[config.mk]
export PLATFORM = sky130hd
export DESIGN_NAME = dsw_write_port
export DESIGN_NICKNAME = d
export VERILOG_FILES = /design/src/inc/dsw_pkg.sv /design/src/design/dsw_sync2.sv /design/src/design/dsw_write_port.sv
export SDC_FILE = /design/constraint.sdc
export NUM_CORES = 1
export LEC_CHECK = 0
export ABC_CLOCK_PERIOD_IN_PS = 3100
export BUFFER_PORTS_ARGS = -buffer_cell sky130_fd_sc_hd__buf_2
export CAP_MARGIN = 20
export CORE_UTILIZATION = 45
export CTS_BUF_LIST = sky130_fd_sc_hd__clkbuf_2 sky130_fd_sc_hd__clkbuf_4 sky130_fd_sc_hd__clkbuf_8
export DETAILED_ROUTE_END_ITERATION = 6
export PLACE_DENSITY = 0.72
export REMOVE_ABC_BUFFERS = 1
export SETUP_SLACK_MARGIN = 0.15
export SYNTH_ARGS = -nofsm -noshare
export SYNTH_HDL_FRONTEND = slang
export SYNTH_SLANG_ARGS = --single-unit
[constraint.sdc]
create_clock -name clk_i -period 3.1 [get_ports clk_i]
set_clock_uncertainty 0.05 [all_clocks]
set_input_delay 0.465 -clock clk_i [delete_from_list [all_inputs] [get_ports clk_i]]
set_output_delay 0.465 -clock clk_i [all_outputs]
set_load 0.01 [all_outputs]
[src/inc/dsw_pkg.sv]
// Purpose: shared constants and types for the serial write port of a 14-bit DAC
// Assumes: 100 MHz system clock; serial pins are asynchronous to it
// Notes: power mode encodings and frame layout live here
// Operation
// sixteen-bit input shift register holds frame
// first two bits select power mode
// host starts frame with sync falling
// sample data on each falling sclk
// sixteenth falling edge executes the update
// host keeps sync low sixteen edges
// sync high at least 20ns between frames
// early sync rise aborts the frame
// abort clears shift register, flags invalid
// abort keeps code and mode unchanged
// code is straight unsigned binary, 14 bits
// code ranges zero to 16383
// code selects one resistor string tap
// mode 00 normal,01 1k,10 100k,11 hi-z
// power-up clears DAC register to zero
// power-down leaves DAC register untouched
// fourteen code bits follow, msb first
// extra edges after sixteenth change nothing
package dsw_pkg;
  localparam int FRAME_BITS = 16;
  localparam int CODE_BITS = 14;
  localparam int CNT_BITS = 5;
  localparam int MODE_HI_POS = 15;
  localparam int MODE_LO_POS = 14;
  localparam logic [13:0] CODE_RESET = 14'h0000;
  localparam logic [13:0] CODE_MAX = 14'h3FFF;
  localparam logic [15:0] SHIFT_RESET = 16'h0000;
  localparam int CLK_PERIOD_NS = 10;
  localparam int SYNC_HIGH_MIN_NS = 20;
  localparam int SYNC_HIGH_MIN_CYC = (SYNC_HIGH_MIN_NS + CLK_PERIOD_NS - 1) / CLK_PERIOD_NS;

  typedef enum logic [1:0] {
    DSW_PM_NORMAL = 2'b00,
    DSW_PM_1K = 2'b01,
    DSW_PM_100K = 2'b10,
    DSW_PM_HIZ = 2'b11
  } dsw_mode_t;

  typedef struct packed {
    logic power_mode_bit_hi;
    logic power_mode_bit_lo;
    logic [13:0] code;
  } dsw_frame_t;

  typedef struct packed {
    logic amp_enable;
    logic pull_1k;
    logic pull_100k;
  } dsw_stage_t;

  localparam dsw_stage_t STAGE_RESET = 3'b100;

  function automatic dsw_stage_t dsw_stage(input dsw_mode_t m);
    dsw_stage_t s;
    s = 3'b000;
    case (m)
      DSW_PM_NORMAL: s.amp_enable = 1'b1;
      DSW_PM_1K: s.pull_1k = 1'b1;
      DSW_PM_100K: s.pull_100k = 1'b1;
      default: s = 3'b000;
    endcase
    return s;
  endfunction : dsw_stage
endpackage : dsw_pkg

[src/design/dsw_sync2.sv]
// Purpose: two-flop synchroniser for the serial pins
// Assumes: inputs asynchronous to clk_i
// Notes: reset value chosen per bit
`timescale 1ns/1ps
module dsw_sync2 #(
  parameter int W = 3,
  parameter logic [W-1:0] RST_VAL = '0
) (
  input wire logic clk_i,
  input wire logic rst_n_i,
  input wire logic [W-1:0] d_i,
  output logic [W-1:0] q_o
);
  logic [W-1:0] meta_reg;
  logic [W-1:0] q_reg;

  always_ff @(posedge clk_i or negedge rst_n_i) begin
    if (!rst_n_i) begin
      meta_reg <= RST_VAL;
      q_reg <= RST_VAL;
    end else begin
      meta_reg <= d_i;
      q_reg <= meta_reg;
    end
  end

  assign q_o = q_reg;
endmodule : dsw_sync2

[src/design/dsw_write_port.sv]
// Purpose: serial write front end, holds mode and DAC code
// Assumes: sclk far slower than clk_i (125 ns bench period)
// Notes: sync high time is checked only, not enforced
`timescale 1ns/1ps
module dsw_write_port
  import dsw_pkg::*;
(
  input wire logic clk_i,
  input wire logic rst_n_i,
  input wire logic sync_n_i,
  input wire logic sclk_i,
  input wire logic sdata_i,
  output logic [13:0] dac_code_o,
  output logic [1:0] power_mode_o,
  output logic amp_enable_o,
  output logic pull_1k_o,
  output logic pull_100k_o,
  output logic update_o,
  output logic abort_o,
  output logic frame_invalid_o
);
  logic [2:0] pins;
  logic sync_n_s;
  logic sclk_s;
  logic sdata_s;

  dsw_sync2 #(.W(3), .RST_VAL(3'b110)) u_sync (
    .clk_i(clk_i),
    .rst_n_i(rst_n_i),
    .d_i({sync_n_i, sclk_i, sdata_i}),
    .q_o(pins)
  );
  assign {sync_n_s, sclk_s, sdata_s} = pins;

  typedef enum logic [1:0] {ST_IDLE, ST_SHIFT, ST_DONE} dsw_state_t;

  dsw_state_t state_reg, state_next;
  logic sync_d_reg, sync_d_next;
  logic sclk_d_reg, sclk_d_next;
  logic [15:0] shift_reg, shift_next;
  logic [4:0] cnt_reg, cnt_next;
  logic [13:0] code_reg, code_next;
  dsw_mode_t mode_reg, mode_next;
  dsw_stage_t stage_reg, stage_next;
  logic update_reg, update_next;
  logic abort_reg, abort_next;
  logic inval_reg, inval_next;
  logic sync_fall, sync_rise, sclk_fall;
  dsw_frame_t frame;

  always_comb begin
    sync_fall = sync_d_reg & ~sync_n_s;
    sync_rise = ~sync_d_reg & sync_n_s;
    sclk_fall = sclk_d_reg & ~sclk_s;
    state_next = state_reg;
    sync_d_next = sync_n_s;
    sclk_d_next = sclk_s;
    shift_next = shift_reg;
    cnt_next = cnt_reg;
    code_next = code_reg;
    mode_next = mode_reg;
    update_next = 1'b0;
    abort_next = 1'b0;
    inval_next = inval_reg;
    frame = shift_reg;
    case (state_reg)
      ST_IDLE: begin
        if (sync_fall) begin
          state_next = ST_SHIFT;
          cnt_next = 5'd0;
          shift_next = SHIFT_RESET;
        end
      end
      ST_SHIFT: begin
        if (sclk_fall && cnt_reg == 5'(FRAME_BITS - 1)) begin
          // last bit beats a sync rise seen in the same cycle
          frame = {shift_reg[14:0], sdata_s};
          shift_next = frame;
          cnt_next = cnt_reg + 5'd1;
          code_next = frame.code;
          mode_next = dsw_mode_t'({frame.power_mode_bit_hi, frame.power_mode_bit_lo});
          update_next = 1'b1;
          inval_next = 1'b0;
          state_next = sync_rise ? ST_IDLE : ST_DONE;
        end else if (sync_rise) begin
          // early rise: drop frame, keep code and mode
          state_next = ST_IDLE;
          shift_next = SHIFT_RESET;
          inval_next = 1'b1;
          abort_next = 1'b1;
        end else if (sclk_fall) begin
          shift_next = {shift_reg[14:0], sdata_s};
          cnt_next = cnt_reg + 5'd1;
        end
      end
      ST_DONE: begin
        if (sync_rise) begin
          state_next = ST_IDLE;
        end
      end
      default: state_next = ST_IDLE;
    endcase
    stage_next = dsw_stage(mode_next);
  end

  always_ff @(posedge clk_i or negedge rst_n_i) begin
    if (!rst_n_i) begin
      state_reg <= ST_IDLE;
      sync_d_reg <= 1'b1;
      sclk_d_reg <= 1'b1;
      shift_reg <= SHIFT_RESET;
      cnt_reg <= 5'd0;
      code_reg <= CODE_RESET;
      mode_reg <= DSW_PM_NORMAL;
      stage_reg <= STAGE_RESET;
      update_reg <= 1'b0;
      abort_reg <= 1'b0;
      inval_reg <= 1'b0;
    end else begin
      state_reg <= state_next;
      sync_d_reg <= sync_d_next;
      sclk_d_reg <= sclk_d_next;
      shift_reg <= shift_next;
      cnt_reg <= cnt_next;
      code_reg <= code_next;
      mode_reg <= mode_next;
      stage_reg <= stage_next;
      update_reg <= update_next;
      abort_reg <= abort_next;
      inval_reg <= inval_next;
    end
  end

  // code drives the tap select of the string
  assign dac_code_o = code_reg;
  assign power_mode_o = mode_reg;
  assign amp_enable_o = stage_reg.amp_enable;
  assign pull_1k_o = stage_reg.pull_1k;
  assign pull_100k_o = stage_reg.pull_100k;
  assign update_o = update_reg;
  assign abort_o = abort_reg;
  assign frame_invalid_o = inval_reg;

  // helper: sync high time in cycles
  logic [7:0] hi_cnt_reg;
  always_ff @(posedge clk_i or negedge rst_n_i) begin
    if (!rst_n_i) begin
      hi_cnt_reg <= 8'd0;
    end else begin
      hi_cnt_reg <= sync_n_s ? ((hi_cnt_reg == 8'hFF) ? hi_cnt_reg : hi_cnt_reg + 8'd1) : 8'd0;
    end
  end

  property p_abort_keeps;
    @(posedge clk_i) disable iff (!rst_n_i)
      abort_o |-> $stable(dac_code_o) && $stable(power_mode_o);
  endproperty
  a_abort_keeps: assert property (p_abort_keeps) else $error("abort changed code or mode");

  property p_abort_cause;
    @(posedge clk_i) disable iff (!rst_n_i)
      (state_reg == ST_SHIFT && sync_rise && !(sclk_fall && cnt_reg == 5'd15))
        |=> abort_o && frame_invalid_o && shift_reg == 16'h0000;
  endproperty
  a_abort_cause: assert property (p_abort_cause) else $error("early sync rise not aborted");

  property p_late_rise;
    @(posedge clk_i) disable iff (!rst_n_i)
      (state_reg == ST_SHIFT && sync_rise && sclk_fall && cnt_reg == 5'd15)
        |=> update_o && !abort_o && state_reg == ST_IDLE;
  endproperty
  a_late_rise: assert property (p_late_rise) else $error("last bit lost to sync rise");

  property p_update_16;
    @(posedge clk_i) disable iff (!rst_n_i)
      $rose(update_o) |-> $past(cnt_reg) == 5'd15;
  endproperty
  a_update_16: assert property (p_update_16) else $error("update not on sixteenth edge");

  property p_code_only_on_update;
    @(posedge clk_i) disable iff (!rst_n_i)
      !update_o |-> $stable(dac_code_o) && $stable(power_mode_o);
  endproperty
  a_code_only_on_update: assert property (p_code_only_on_update) else $error("code changed without update");

  property p_code_from_shift;
    @(posedge clk_i) disable iff (!rst_n_i)
      update_o |-> dac_code_o == shift_reg[13:0] && power_mode_o == shift_reg[15:14];
  endproperty
  a_code_from_shift: assert property (p_code_from_shift) else $error("loaded code differs from frame");

  property p_stage_decode;
    @(posedge clk_i) disable iff (!rst_n_i)
      update_o |=> amp_enable_o == (power_mode_o == 2'b00) && pull_1k_o == (power_mode_o == 2'b01)
        && pull_100k_o == (power_mode_o == 2'b10);
  endproperty
  a_stage_decode: assert property (p_stage_decode) else $error("output stage decode wrong");

  property p_one_update;
    @(posedge clk_i) disable iff (!rst_n_i)
      (state_reg == ST_DONE && !update_o) |=> !update_o && $stable(dac_code_o) && $stable(power_mode_o);
  endproperty
  a_one_update: assert property (p_one_update) else $error("second update in frame");

  property p_shift_edge;
    @(posedge clk_i) disable iff (!rst_n_i)
      (state_reg == ST_SHIFT && sclk_fall && !sync_rise) |=> shift_reg[0] == $past(sdata_s);
  endproperty
  a_shift_edge: assert property (p_shift_edge) else $error("bit not sampled on falling sclk");

  property p_frame_start;
    @(posedge clk_i) disable iff (!rst_n_i)
      (state_reg == ST_IDLE && sync_fall && hi_cnt_reg >= 8'(SYNC_HIGH_MIN_CYC)) |=> state_reg == ST_SHIFT;
  endproperty
  a_frame_start: assert property (p_frame_start) else $error("sync fall did not start frame");

  c_update: cover property (@(posedge clk_i) disable iff (!rst_n_i) update_o);
  c_abort: cover property (@(posedge clk_i) disable iff (!rst_n_i) abort_o);
  c_hiz: cover property (@(posedge clk_i) disable iff (!rst_n_i) update_o && power_mode_o == 2'b11);
  c_full: cover property (@(posedge clk_i) disable iff (!rst_n_i) update_o && dac_code_o == CODE_MAX);
endmodule : dsw_write_port

; ---- Word level (Yosys, flattened, before mapping)
; Cells that the tools add are included.
[classes]
n_addsub = 1
eq_ne = 9
mux = 27
bitwise_logic = 6
n_reduce_logical = 9
[ops]
columns = operator, count
row1 = 15-bit two-way mux, 4
row2 = 15-bit one-hot mux with 2 select lines, 1
row3 = 5-bit two-way mux, 4
row4 = 2-bit two-way mux, 6
row5 = 1-bit two-way mux, 10
row6 = 5-bit one-hot mux with 2 select lines, 1
row7 = "3-bit inequality test, second input constant", 2
row8 = 2-bit one-hot mux with 3 select lines, 1
row9 = "5-bit by 1-bit adder with 5-bit output, second input constant", 1
row10 = "5-bit by 4-bit == test with 1-bit output, second input constant", 1
row11 = "2-bit by 1-bit == test with 1-bit output, second input constant", 2
row12 = "2-bit == test, second input constant", 2
row13 = 2-bit logical NOT, 2
row14 = "4-bit inequality test, second input constant", 1
row15 = 2-bit AND reduction, 2
row16 = 4-bit AND reduction, 1
row17 = 2-bit nonzero test, 2
row18 = 1-bit AND, 3
row19 = 1-bit NOT, 3
row20 = 3-bit AND reduction, 1
row21 = "2-bit inequality test, second input constant", 1
row22 = 1-bit logical AND, 1
[word_totals]
reg_bits = 52
word_cells = 67

; ---- Depth between registers and ports, before layout
; Gate-level depths: netlist (run 1).
[logic_depth]
word_depth = 7
mapped_depth = 8
ltp_nobuf = 7

; ---- By module
; Synthesis (run 1) repeated with hierarchy kept, for this count alone.
[unflattened]
hier_cells = 153
area_unflattened_um2 = 2144.6
[modules_own_cells]
columns = mod, n_inst, cells_per_inst, area_per_inst_um2, seq_area_each_um2
row1 = dsw_write_port, 1, 147, 1989.4, 1154.9
row2 = dsw_sync2, 1, 6, 155.1, 155.1

; ---- Least setup slack after synthesis (run 1)
; No wires, ideal clock.
[synth_path]
path_type = flip-flop to flip-flop
from = register cnt_reg[0]
to = register code_reg[10] (netlist: dac_code_o[10])
setup_time_ns = 0.127
arrival_ns = 1.754
t_required_ns = 2.923
slack_ns = 1.168
stages_incl_launch_ff = 8
n_path_buf = 1
path_cell_list = dfrtp_1 ha_1 and3_1 ha_1 and3b_1 nand2_2 buf_6 mux2_1
[synth_between]
elab_chain_cells = 3
[synth_lines]
columns = item, line
row1 = start: declaration, dsw_write_port.sv:41  ; logic [4:0] cnt_reg, cnt_next;
row2 = start signal: assignment, dsw_write_port.sv:124  ; cnt_reg <= cnt_next;
row3 = 5-bit by 4-bit == test with 1-bit output, dsw_write_port.sv:75  ; if (sclk_fall && cnt_reg == 5'(FRAME_BITS - 1)) begin
row4 = 1-bit logical AND, dsw_write_port.sv:75
row5 = 2-bit AND reduction (no source line), n/a
row6 = end signal: assignment, dsw_write_port.sv:125  ; code_reg <= code_next;
row7 = end: declaration, dsw_write_port.sv:42  ; logic [13:0] code_reg, code_next;
; Every way passes these cells.
; A chain may end at the register's enable or synchronous reset.

; ---- Worst setup path in the final report (run 1)
[layout_path]
from = register cnt_reg[0]
to = register code_reg[0] (netlist: dac_code_o[0])
; The elaborated chain is that of the path after synthesis.

==> summary.txt, run 1 <==
STA
  – Final WS setup: 793 ps
  – Final period util: 74.4%
  – Fmax: 433 MHz
  – Slew Viols, Final: 0
  – Final Hold Viols: 0
  – Slew HR: approximately 56%
  – Crit path time final: roughly 2300 ps
  – Setup TNS: 0 ps
  – Setup violations, final: 0
  – RSZ-0062 raised after global routing: no
  – Worst slew pin tran: between 600 and 700 ps

GRT
  – Number of global-route vias before repair: 1073
  – GR Util All Layers: between 15 and 20%
  – Pin count of the biggest net entering global routing: 53
  – First-pass GRT wire length: 5.27 mm
  – GRT overflow: 0
  – Initial antenna violation count: 0

Drt
  – DRT Wirelength: 3.20 mm
  – Vias: 1195
  – Routed Antenna Nets: 0
  – Routed vias/inst: roughly 5.5
  – Initial DRC Count: 87
  – DR pass1 iterations: 4
  – DRC violations left: 0
  – Routed wire per std cell: 14.6 um

Clock tree
  – Reg clk slew, reported paths: 90 ps
  – Post CTS Setup Buffer Count: 0
  – CTS Buffer Depth: 2
  – CTS root buf: clkbuf_8
  – Post-cts gate resize count: 0
  – H-tree level count: 2
  – CTS Sinks: 52
  – Num CTS Buffers: 5
  – Clk Latency, worst-skew pair: roughly 300 ps
  – CTS tree: yes

Logic synthesis
  – Ys async rst share: between 90% and 100%
  – Seq cells post-synth: 52
  – Cell variety after synth: 35
  – Post-Syn Area: approximately 0.0020 mm^2
  – EDFF count, synth: 0
  – Mapped Cells: 139
  – YS warnings: 0
  – Register area share after synthesis: 65.2%
  – Main synth FF type: dfrtp_1
  – Avg Inst Size Synth: 14.5 um^2

Min path
  – Hold EP: u_sync.meta_reg[2]
  – WHS Path Cells: 1
  – Hold path startpoint: sync_n_i
  – HP Class: input port to register

Power and ir drop
  – Static Leak: 0.00116 uW
  – Sw power: around 300 uW
  – Combinational share of power: around 8.0%
  – Internal: ~940 uW
  – Switching share of power: 24.5%
  – Register share of total power: between 60% and 70%
  – Max VDD drop: between 300 and 400 uV
  – Clock share of power: a little under a third
  – Cell area power density: 548 mW/mm^2

Final layout
  – Area of the multi-input gates: 627 um^2
  – Share of layout cells above drive strength 1: 30.2%
  – Max reg flops: 15
  – Fill cells: 378
  – Reg area: 0.00131 mm^2
  – Syn-to-layout area delta: 12.8%
  – Final net count: 175
  – Diodes inserted: 0

Worst setup path
  – FF-to-FF End: dac_code_o[0]
  – CP Class: register to register
  – CP max FO: 24
  – R2R Setup Slk: just under 800 ps
  – Cells on worst reg2reg path: 6
  – Critical path origin: cnt_reg[0]
  – Setup crit end kind: register
  – Critical path launch point type: register
  – Data arrival, critical path: 2450 ps
  – WP data required: 3240 ps
  – RR Startpoint: cnt_reg[0]

Floorplan
  – I/O Pins: 27
  – # rows: 23
  – Core Area: 0.00414 mm^2
  – Die area: approximately 0.0047 mm^2
  – Initial Utilization: around 48%
  – Die Y-Extent: approximately 69 um
  – DIE WIDTH: between 60 and 70 um

Placed design
  – Routability cong.: 0.781
  – Dpl hpwl: about 2.2 mm
  – Pre-CTS setup slack: roughly 820 ps
  – PortBufs: 26

Job
  – Max Cap Viol: 0

Status
  – Status: completed
## cell usage after synthesis (all sizes together) (2+ instances only)
cell type | count | area share, %
dfrtp | 45 | 56
a22o | 16 | 7.0
mux2 | 16 | 9.0
dfstp | 7 | 9.2
nand2 | 7 | 1.4
buf | 6 | 3.1
nand2b | 6 | 1.9
o21ai | 5 | 1.2
nor2 | 4 | 0.75
inv | 3 | 0.56
ha | 2 | 1.2
nand3 | 2 | 0.50
nand3b | 2 | 0.75
o311ai | 2 | 0.87
## cell usage in the layout, fill, tap and decap left out, drive strengths merged
cell,netlist,layout
buf,6,27
and3,1,1
nor2,4,4
o22ai,1,1
o2111ai,1,1
nand3b,2,2
o311ai,2,2
mux2,16,16
and3b,1,1
a21boi,1,1
o21ai,5,5
ha,2,2
o211a,1,1
a22o,16,16
nor4bb,1,1
dlygate4sd3,0,1
nand3,2,2
or3,1,1
a21oi,1,1
nor4b,1,1
and2b,1,1
dfrtp,45,45
nand2b,6,6
nand2,7,7
o31ai,1,1
a32oi,1,1
nor3,1,1
nor2b,1,1
inv,3,4
clkbuf,0,6
clkinv,0,1
dfstp,7,7
o21a,1,1
## power by group through the flow
stage                     sequential [uW]  clock, uW  combinational (uW)
after floorplan                       751          0                66.3
after global placement                756          0                94.9
after detailed placement              758          0                 100
after CTS                             747        410                98.5
after global routing                  754        433                 117
final                                 747        395                 100
## cells by family after synthesis
| group | after synthesis | synth area share, % |
|---|---|---|
| flops | 52 | 65.2 |
| mux | 16 | 8.97 |
| buf+inv | 9 | 3.61 |
| fa+ha+maj | 2 | 1.25 |
| simple gates | 29 | 8.66 |
| compound gates | 31 | 12.3 |
## layout make-up
| class | count | area share (%) |
|---|---|---|
| Clock buffer | 6 | 3.64 |
| Timing Repair Buffer | 28 | 7.06 |
| Inverter | 3 | 0.497 |
| Clock inverter | 2 | 0.607 |
| Multi-Input combinational cell | 78 | 27.6 |
| Tap cell | 50 | 2.76 |
| Sequential cell | 52 | 57.8 |
## worst max path at each step
stage                                end  slack, ps  cells past startpoint
after global routing        amp_enable_o        700                      7
after global placement    dac_code_o[13]        940                      6
after detailed placement   dac_code_o[0]        820                      6
final                      dac_code_o[0]        790                      6
after floorplan            dac_code_o[0]       1070                      6
after CTS                 dac_code_o[13]        810                      6
## per-layer routing
| layer | GRT usage [%] | share of wire [%] | vias to the layer above | wire (um) |
|---|---|---|---|---|
| met5 | 0 | 0 | - | 0 |
| met4 | 7.14 | 1.7 | 0 | 53 |
| met3 | 5.43 | 4.4 | 6 | 141 |
| met2 | 22.2 | 48 | 25 | 1520 |
| met1 | 22.0 | 46 | 598 | 1480 |
| li1 | - | - | 566 | - |
## per-stage QoR
| stage | utilization, % | total power, uW | area, um^2 | std cells | hold slack (ps) |
|---|---|---|---|---|---|
| 6_report | 54.7 | 1240 | 2270 | 219 | 205 |
| 4_1_cts | 54.0 | 1260 | 2240 | 217 | 188 |
| 3_5_place_dp | 51.7 | 858 | 2140 | 209 | 297 |
| 3_3_place_gp | 51.7 | 851 | 2140 | 209 | 290 |
| 5_1_grt | 54.7 | 1300 | 2270 | 219 | 188 |
| 2_1_floorplan | - | 817 | 1950 | 133 | 119 |
## repair_timing
action                                 CTS  global route
hold buffers                             0             1
endpoints found under the hold margin    0            11
setup endpoints to repair                0             0
## critical path, cell delays in order (launching register included)
cell and delay [ps]:
dfrtp_1 430, ha_1 220, and3_1 190, ha_1 210, and3b_1 260, nand2_2 430, mux2_2 390
No activity file was read; power rests on OpenSTA's default activity.
==> inputs of run 2 (changes only) <==
--- a/config.mk
+++ b/config.mk
@@ -5,7 +5,8 @@
 export SDC_FILE = /design/constraint.sdc
 export NUM_CORES = 1
 export LEC_CHECK = 0
-export ABC_CLOCK_PERIOD_IN_PS = 3100
+export ABC_AREA = 1
+export ABC_CLOCK_PERIOD_IN_PS = 2300
 export BUFFER_PORTS_ARGS = -buffer_cell sky130_fd_sc_hd__buf_2
 export CAP_MARGIN = 20
 export CORE_UTILIZATION = 45
==> constraint.sdc (replaced) <==
create_clock -name clk_i -period 2.3 [get_ports clk_i]
set_clock_uncertainty 0.05 [all_clocks]
set_input_delay 0.345 -clock clk_i [delete_from_list [all_inputs] [get_ports clk_i]]
set_output_delay 0.345 -clock clk_i [all_outputs]
set_load 0.01 [all_outputs]
==> run 2 against run 1 <==
  * The flow now finishes with violations (DRC)
  * Via count rose by 29%
  * Clock-buffer cell count fell by 1
  * Global-route usage rose by 0.13 points
  * Hold slack got worse by 120 ps
  * Setup slack got worse by 480 ps
  * Fmax rose by 16%
  * Critical path depth rose by 4
  * Synthesized cell count rose by 66%
  * Synthesized area rose by 5.3%
  * Core utilization fell by 0.68 points
==> summary.txt, run 2 <==
Status
  – Status: finished, violations left
  – Failing checks: DRC

Final layout
  – Post-route cell area: 0.00240 mm^2 (+5.9%)
  – Max reg flops: 15 (unchanged)
  – Commonest non-fill, non-tap cell in the layout: nand2_1
  – Final Util: 54.0% (-0.68 points)
  – Most frequent cells in the layout: nand2_1, dfrtp_1, buf_2, nand3_1, nor2_1
  – Diodes inserted: 0 (unchanged)
  – Share of layout cells above drive strength 1: 21.8% (-8.3 points)
  – Final net count: 267 (+53%)
  – Syn-to-layout area delta: 13.5%

Floorplan
  – # rows: 24 (+4.3%)
  – Core Area: 0.00444 mm^2 (+7.2%)
  – Initial Utilization: 47.6% (-0.88 points)
  – I/O Pins: 27 (unchanged)
  – DIE WIDTH: 70.6 um (+2.5%)
  – Die area: 0.00498 mm^2 (+5.1%)
  – Die Y-Extent: 70.6 um (+2.5%)

Drt
  – Routed Antenna Nets: 0 (unchanged)
  – Vias: 1543 (+29%)
  – Routed vias/inst: 4.93 (-9.7%)
  – DRT Wirelength: 3.57 mm (+12%)
  – Initial DRC Count: 66 (-24%)
  – DRC violations left: 2 (+2)
  – DR pass1 iterations: 6 (+2)
  – Routed wire per std cell: 11.4 um (-22%)

Logic synthesis
  – Post-Syn Area: 0.00212 mm^2 (+5.3%)
  – EDFF count, synth: 0 (unchanged)
  – Main synth FF type: dfrtp_1
  – Seq cells post-synth: 52 (unchanged)
  – Count leader, synth: nand2_1
  – Register area share after synthesis: 61.9% (-3.3 points)
  – Avg Inst Size Synth: 9.16 um^2 (-37%)
  – Cell variety after synth: 19 (-46%)
  – Mapped Cells: 231 (+66%)
  – Area leader, netlist: dfrtp_1
  – Ys async rst share: 100% (unchanged)
  – YS warnings: 0 (unchanged)
  – Top cell type's share of synthesized area: 53.2% (-2.8 points)
  – Synth top cells by count: nand2_1, dfrtp_1, nand3_1
  – Synth area leaders: dfrtp_1, nand2_1, dfstp_2

Clock tree
  – Clk Latency, worst-skew pair: 300 ps (about the same)
  – Num CTS Buffers: 5 (unchanged)
  – CTS root buf: clkbuf_8
  – CTS Sinks: 52 (unchanged)
  – CTS Buffer Depth: 2 (unchanged)
  – Hold_buf cts: 0 (unchanged)
  – H-tree level count: 2 (unchanged)
  – Reg clk slew, reported paths: 90 ps (about the same)
  – CTS tree: yes

Placed design
  – Pre-CTS setup slack: 272 ps (-545 ps)
  – PortBufs: 26 (unchanged)
  – Routability cong.: 0.768 (-1.8%)
  – Dpl hpwl: 2.43 mm (+13%)
  – Placed instance area: 0.00229 mm^2 (+6.8%)

Worst setup path
  – Max incr delay on CP: 400 ps (-30 ps)
  – CP Class: register to register
  – Setup crit end kind: register
  – CP max-delay cell: dfrtp_1
  – Critical path launch point type: register
  – Crit-path cells: ha_1 > nand2_1 > nor2_1 > ha_1 > inv_1 > nor2_1 > nand2_1 > buf_4 > a21oi_1 > inv_1
  – CP max FO: 12 (-50%)
  – Data arrival, critical path: 2140 ps (-310 ps)
  – WP data required: 2450 ps (-790 ps)

STA
  – Crit path time final: 1990 ps (-316 ps)
  – Setup violations, final: 0 (unchanged)
  – Slew Viols, Final: 0 (unchanged)
  – Final Hold Viols: 0 (unchanged)
  – Worst slew pin tran: 610 ps (-54.6 ps)
  – Slew HR: 59.3% (+3.6 points)
  – Final WS setup: 309 ps (-484 ps)
  – Fmax: 502 MHz (+16%)
  – Final period util: 86.6% (+12 points)
  – RSZ-0062 raised after global routing: no
  – Setup TNS: 0 ps (unchanged)

Power and ir drop
  – Cell area power density: 761 mW/mm^2 (+39%)
  – Overall power: 1830 uW (+47%)
  – Max VDD drop: 383 uV (+27%)
  – Static Leak: 0.00124 uW (+6.7%)

GRT
  – GRT overflow: 0 (unchanged)
  – Initial antenna violation count: 0 (unchanged)
  – Pin count of the biggest net entering global routing: 53 (unchanged)
  – First-pass GRT wire length: 6.31 mm (+20%)
  – GR Util All Layers: 15.9% (+0.13 points)
  – Number of global-route vias before repair: 1449 (+35%)

Job
  – Max Cap Viol: 0 (unchanged)

Min path
  – HP Class: input port to register
[run 2: changes by cell type after synthesis, moves of 6 or more]
cell,before,now
a22o_1,16,0
inv_1,1,11
mux2_1,13,0
nand2_1,6,88
nand2b_1,6,0
nand3_1,2,23
nor2_1,4,14
o21ai_0,1,9
o21ai_1,4,12
[run 2: area by class of cell]
type | instances | area (um^2)
fillers | 419 | 2040
flip-flops and latches | 52 | 1310
clock inverters | 3 | 42.5
well taps | 52 | 65.1
inverters | 13 | 48.8
multi-input cells | 157 | 698
repair buffers | 31 | 168
clock buffers | 5 | 68.8
[run 2: cell families after synthesis]
logic type | share of synthesized area [%]
simple gates | 25.3
flops | 61.9
compound gates | 6.27
buf+inv | 5.38
fa+ha+maj | 1.18
[run 2: worst max-delay path: cells and delay by family (launching register included)]
kind	cells	cell delay (ps)
buffers and inverters	3	360
adders and majority gates	2	360
DFF	1	400
and+or+nand+nor	4	570
AOI/OAI and AO/OA	1	120
[run 2: through the flow]
| step | instances | hold slack (ps) |
|---|---|---|
| after global placement | 305 | 285 |
| after detailed placement | 305 | 298 |
| after floorplan | 222 | -0.591 |
| final | 313 | 82.7 |
| after global routing | 313 | 65.3 |
| after CTS | 313 | 72.2 |
[run 2: layer usage]
layer / part of all wire [%] / wire length, um / vias up / GRT usage, %
met5: 0 / 0 / - / 0
met4: 1.5 / 53 / 0 / 5.33
met3: 4.3 / 153 / 7 / 4.13
met2: 44 / 1570 / 31 / 25.0
met1: 50 / 1790 / 716 / 21.9
li1: - / - / 789 / -
[run 2: where the power goes]
group | switching (uW) | internal (uW) | total (uW)
Combinational | 147 | 66.4 | 214
Sequential | 42.1 | 967 | 1010
Clock | 282 | 322 | 603
Total | 471 | 1350 | 1830
[run 2: worst paths after layout]
kind / startpoint / endpoint / slack, ps / cells past startpoint
worst max-delay path: cnt_reg[0] / frame_invalid_o / 310 / 10
worst min-delay path: sclk_i / u_sync.meta_reg[1] / 80 / 1
worst max register to register: cnt_reg[0] / frame_invalid_o / 310 / 10
worst min register to register: u_sync.meta_reg[2] / u_sync.q_o[2] / 310 / 0
max in group asynchronous: rst_n_i / shift_reg[2] / 1710 / 2
min in group asynchronous: rst_n_i / dac_code_o[13] / 90 / 2
[run 2: what timing repair did]
action / in CTS / in global routing
setup endpoints to repair: 0 / 14
gates resized for setup: 0 / 1
buffers inserted: 0 / 0
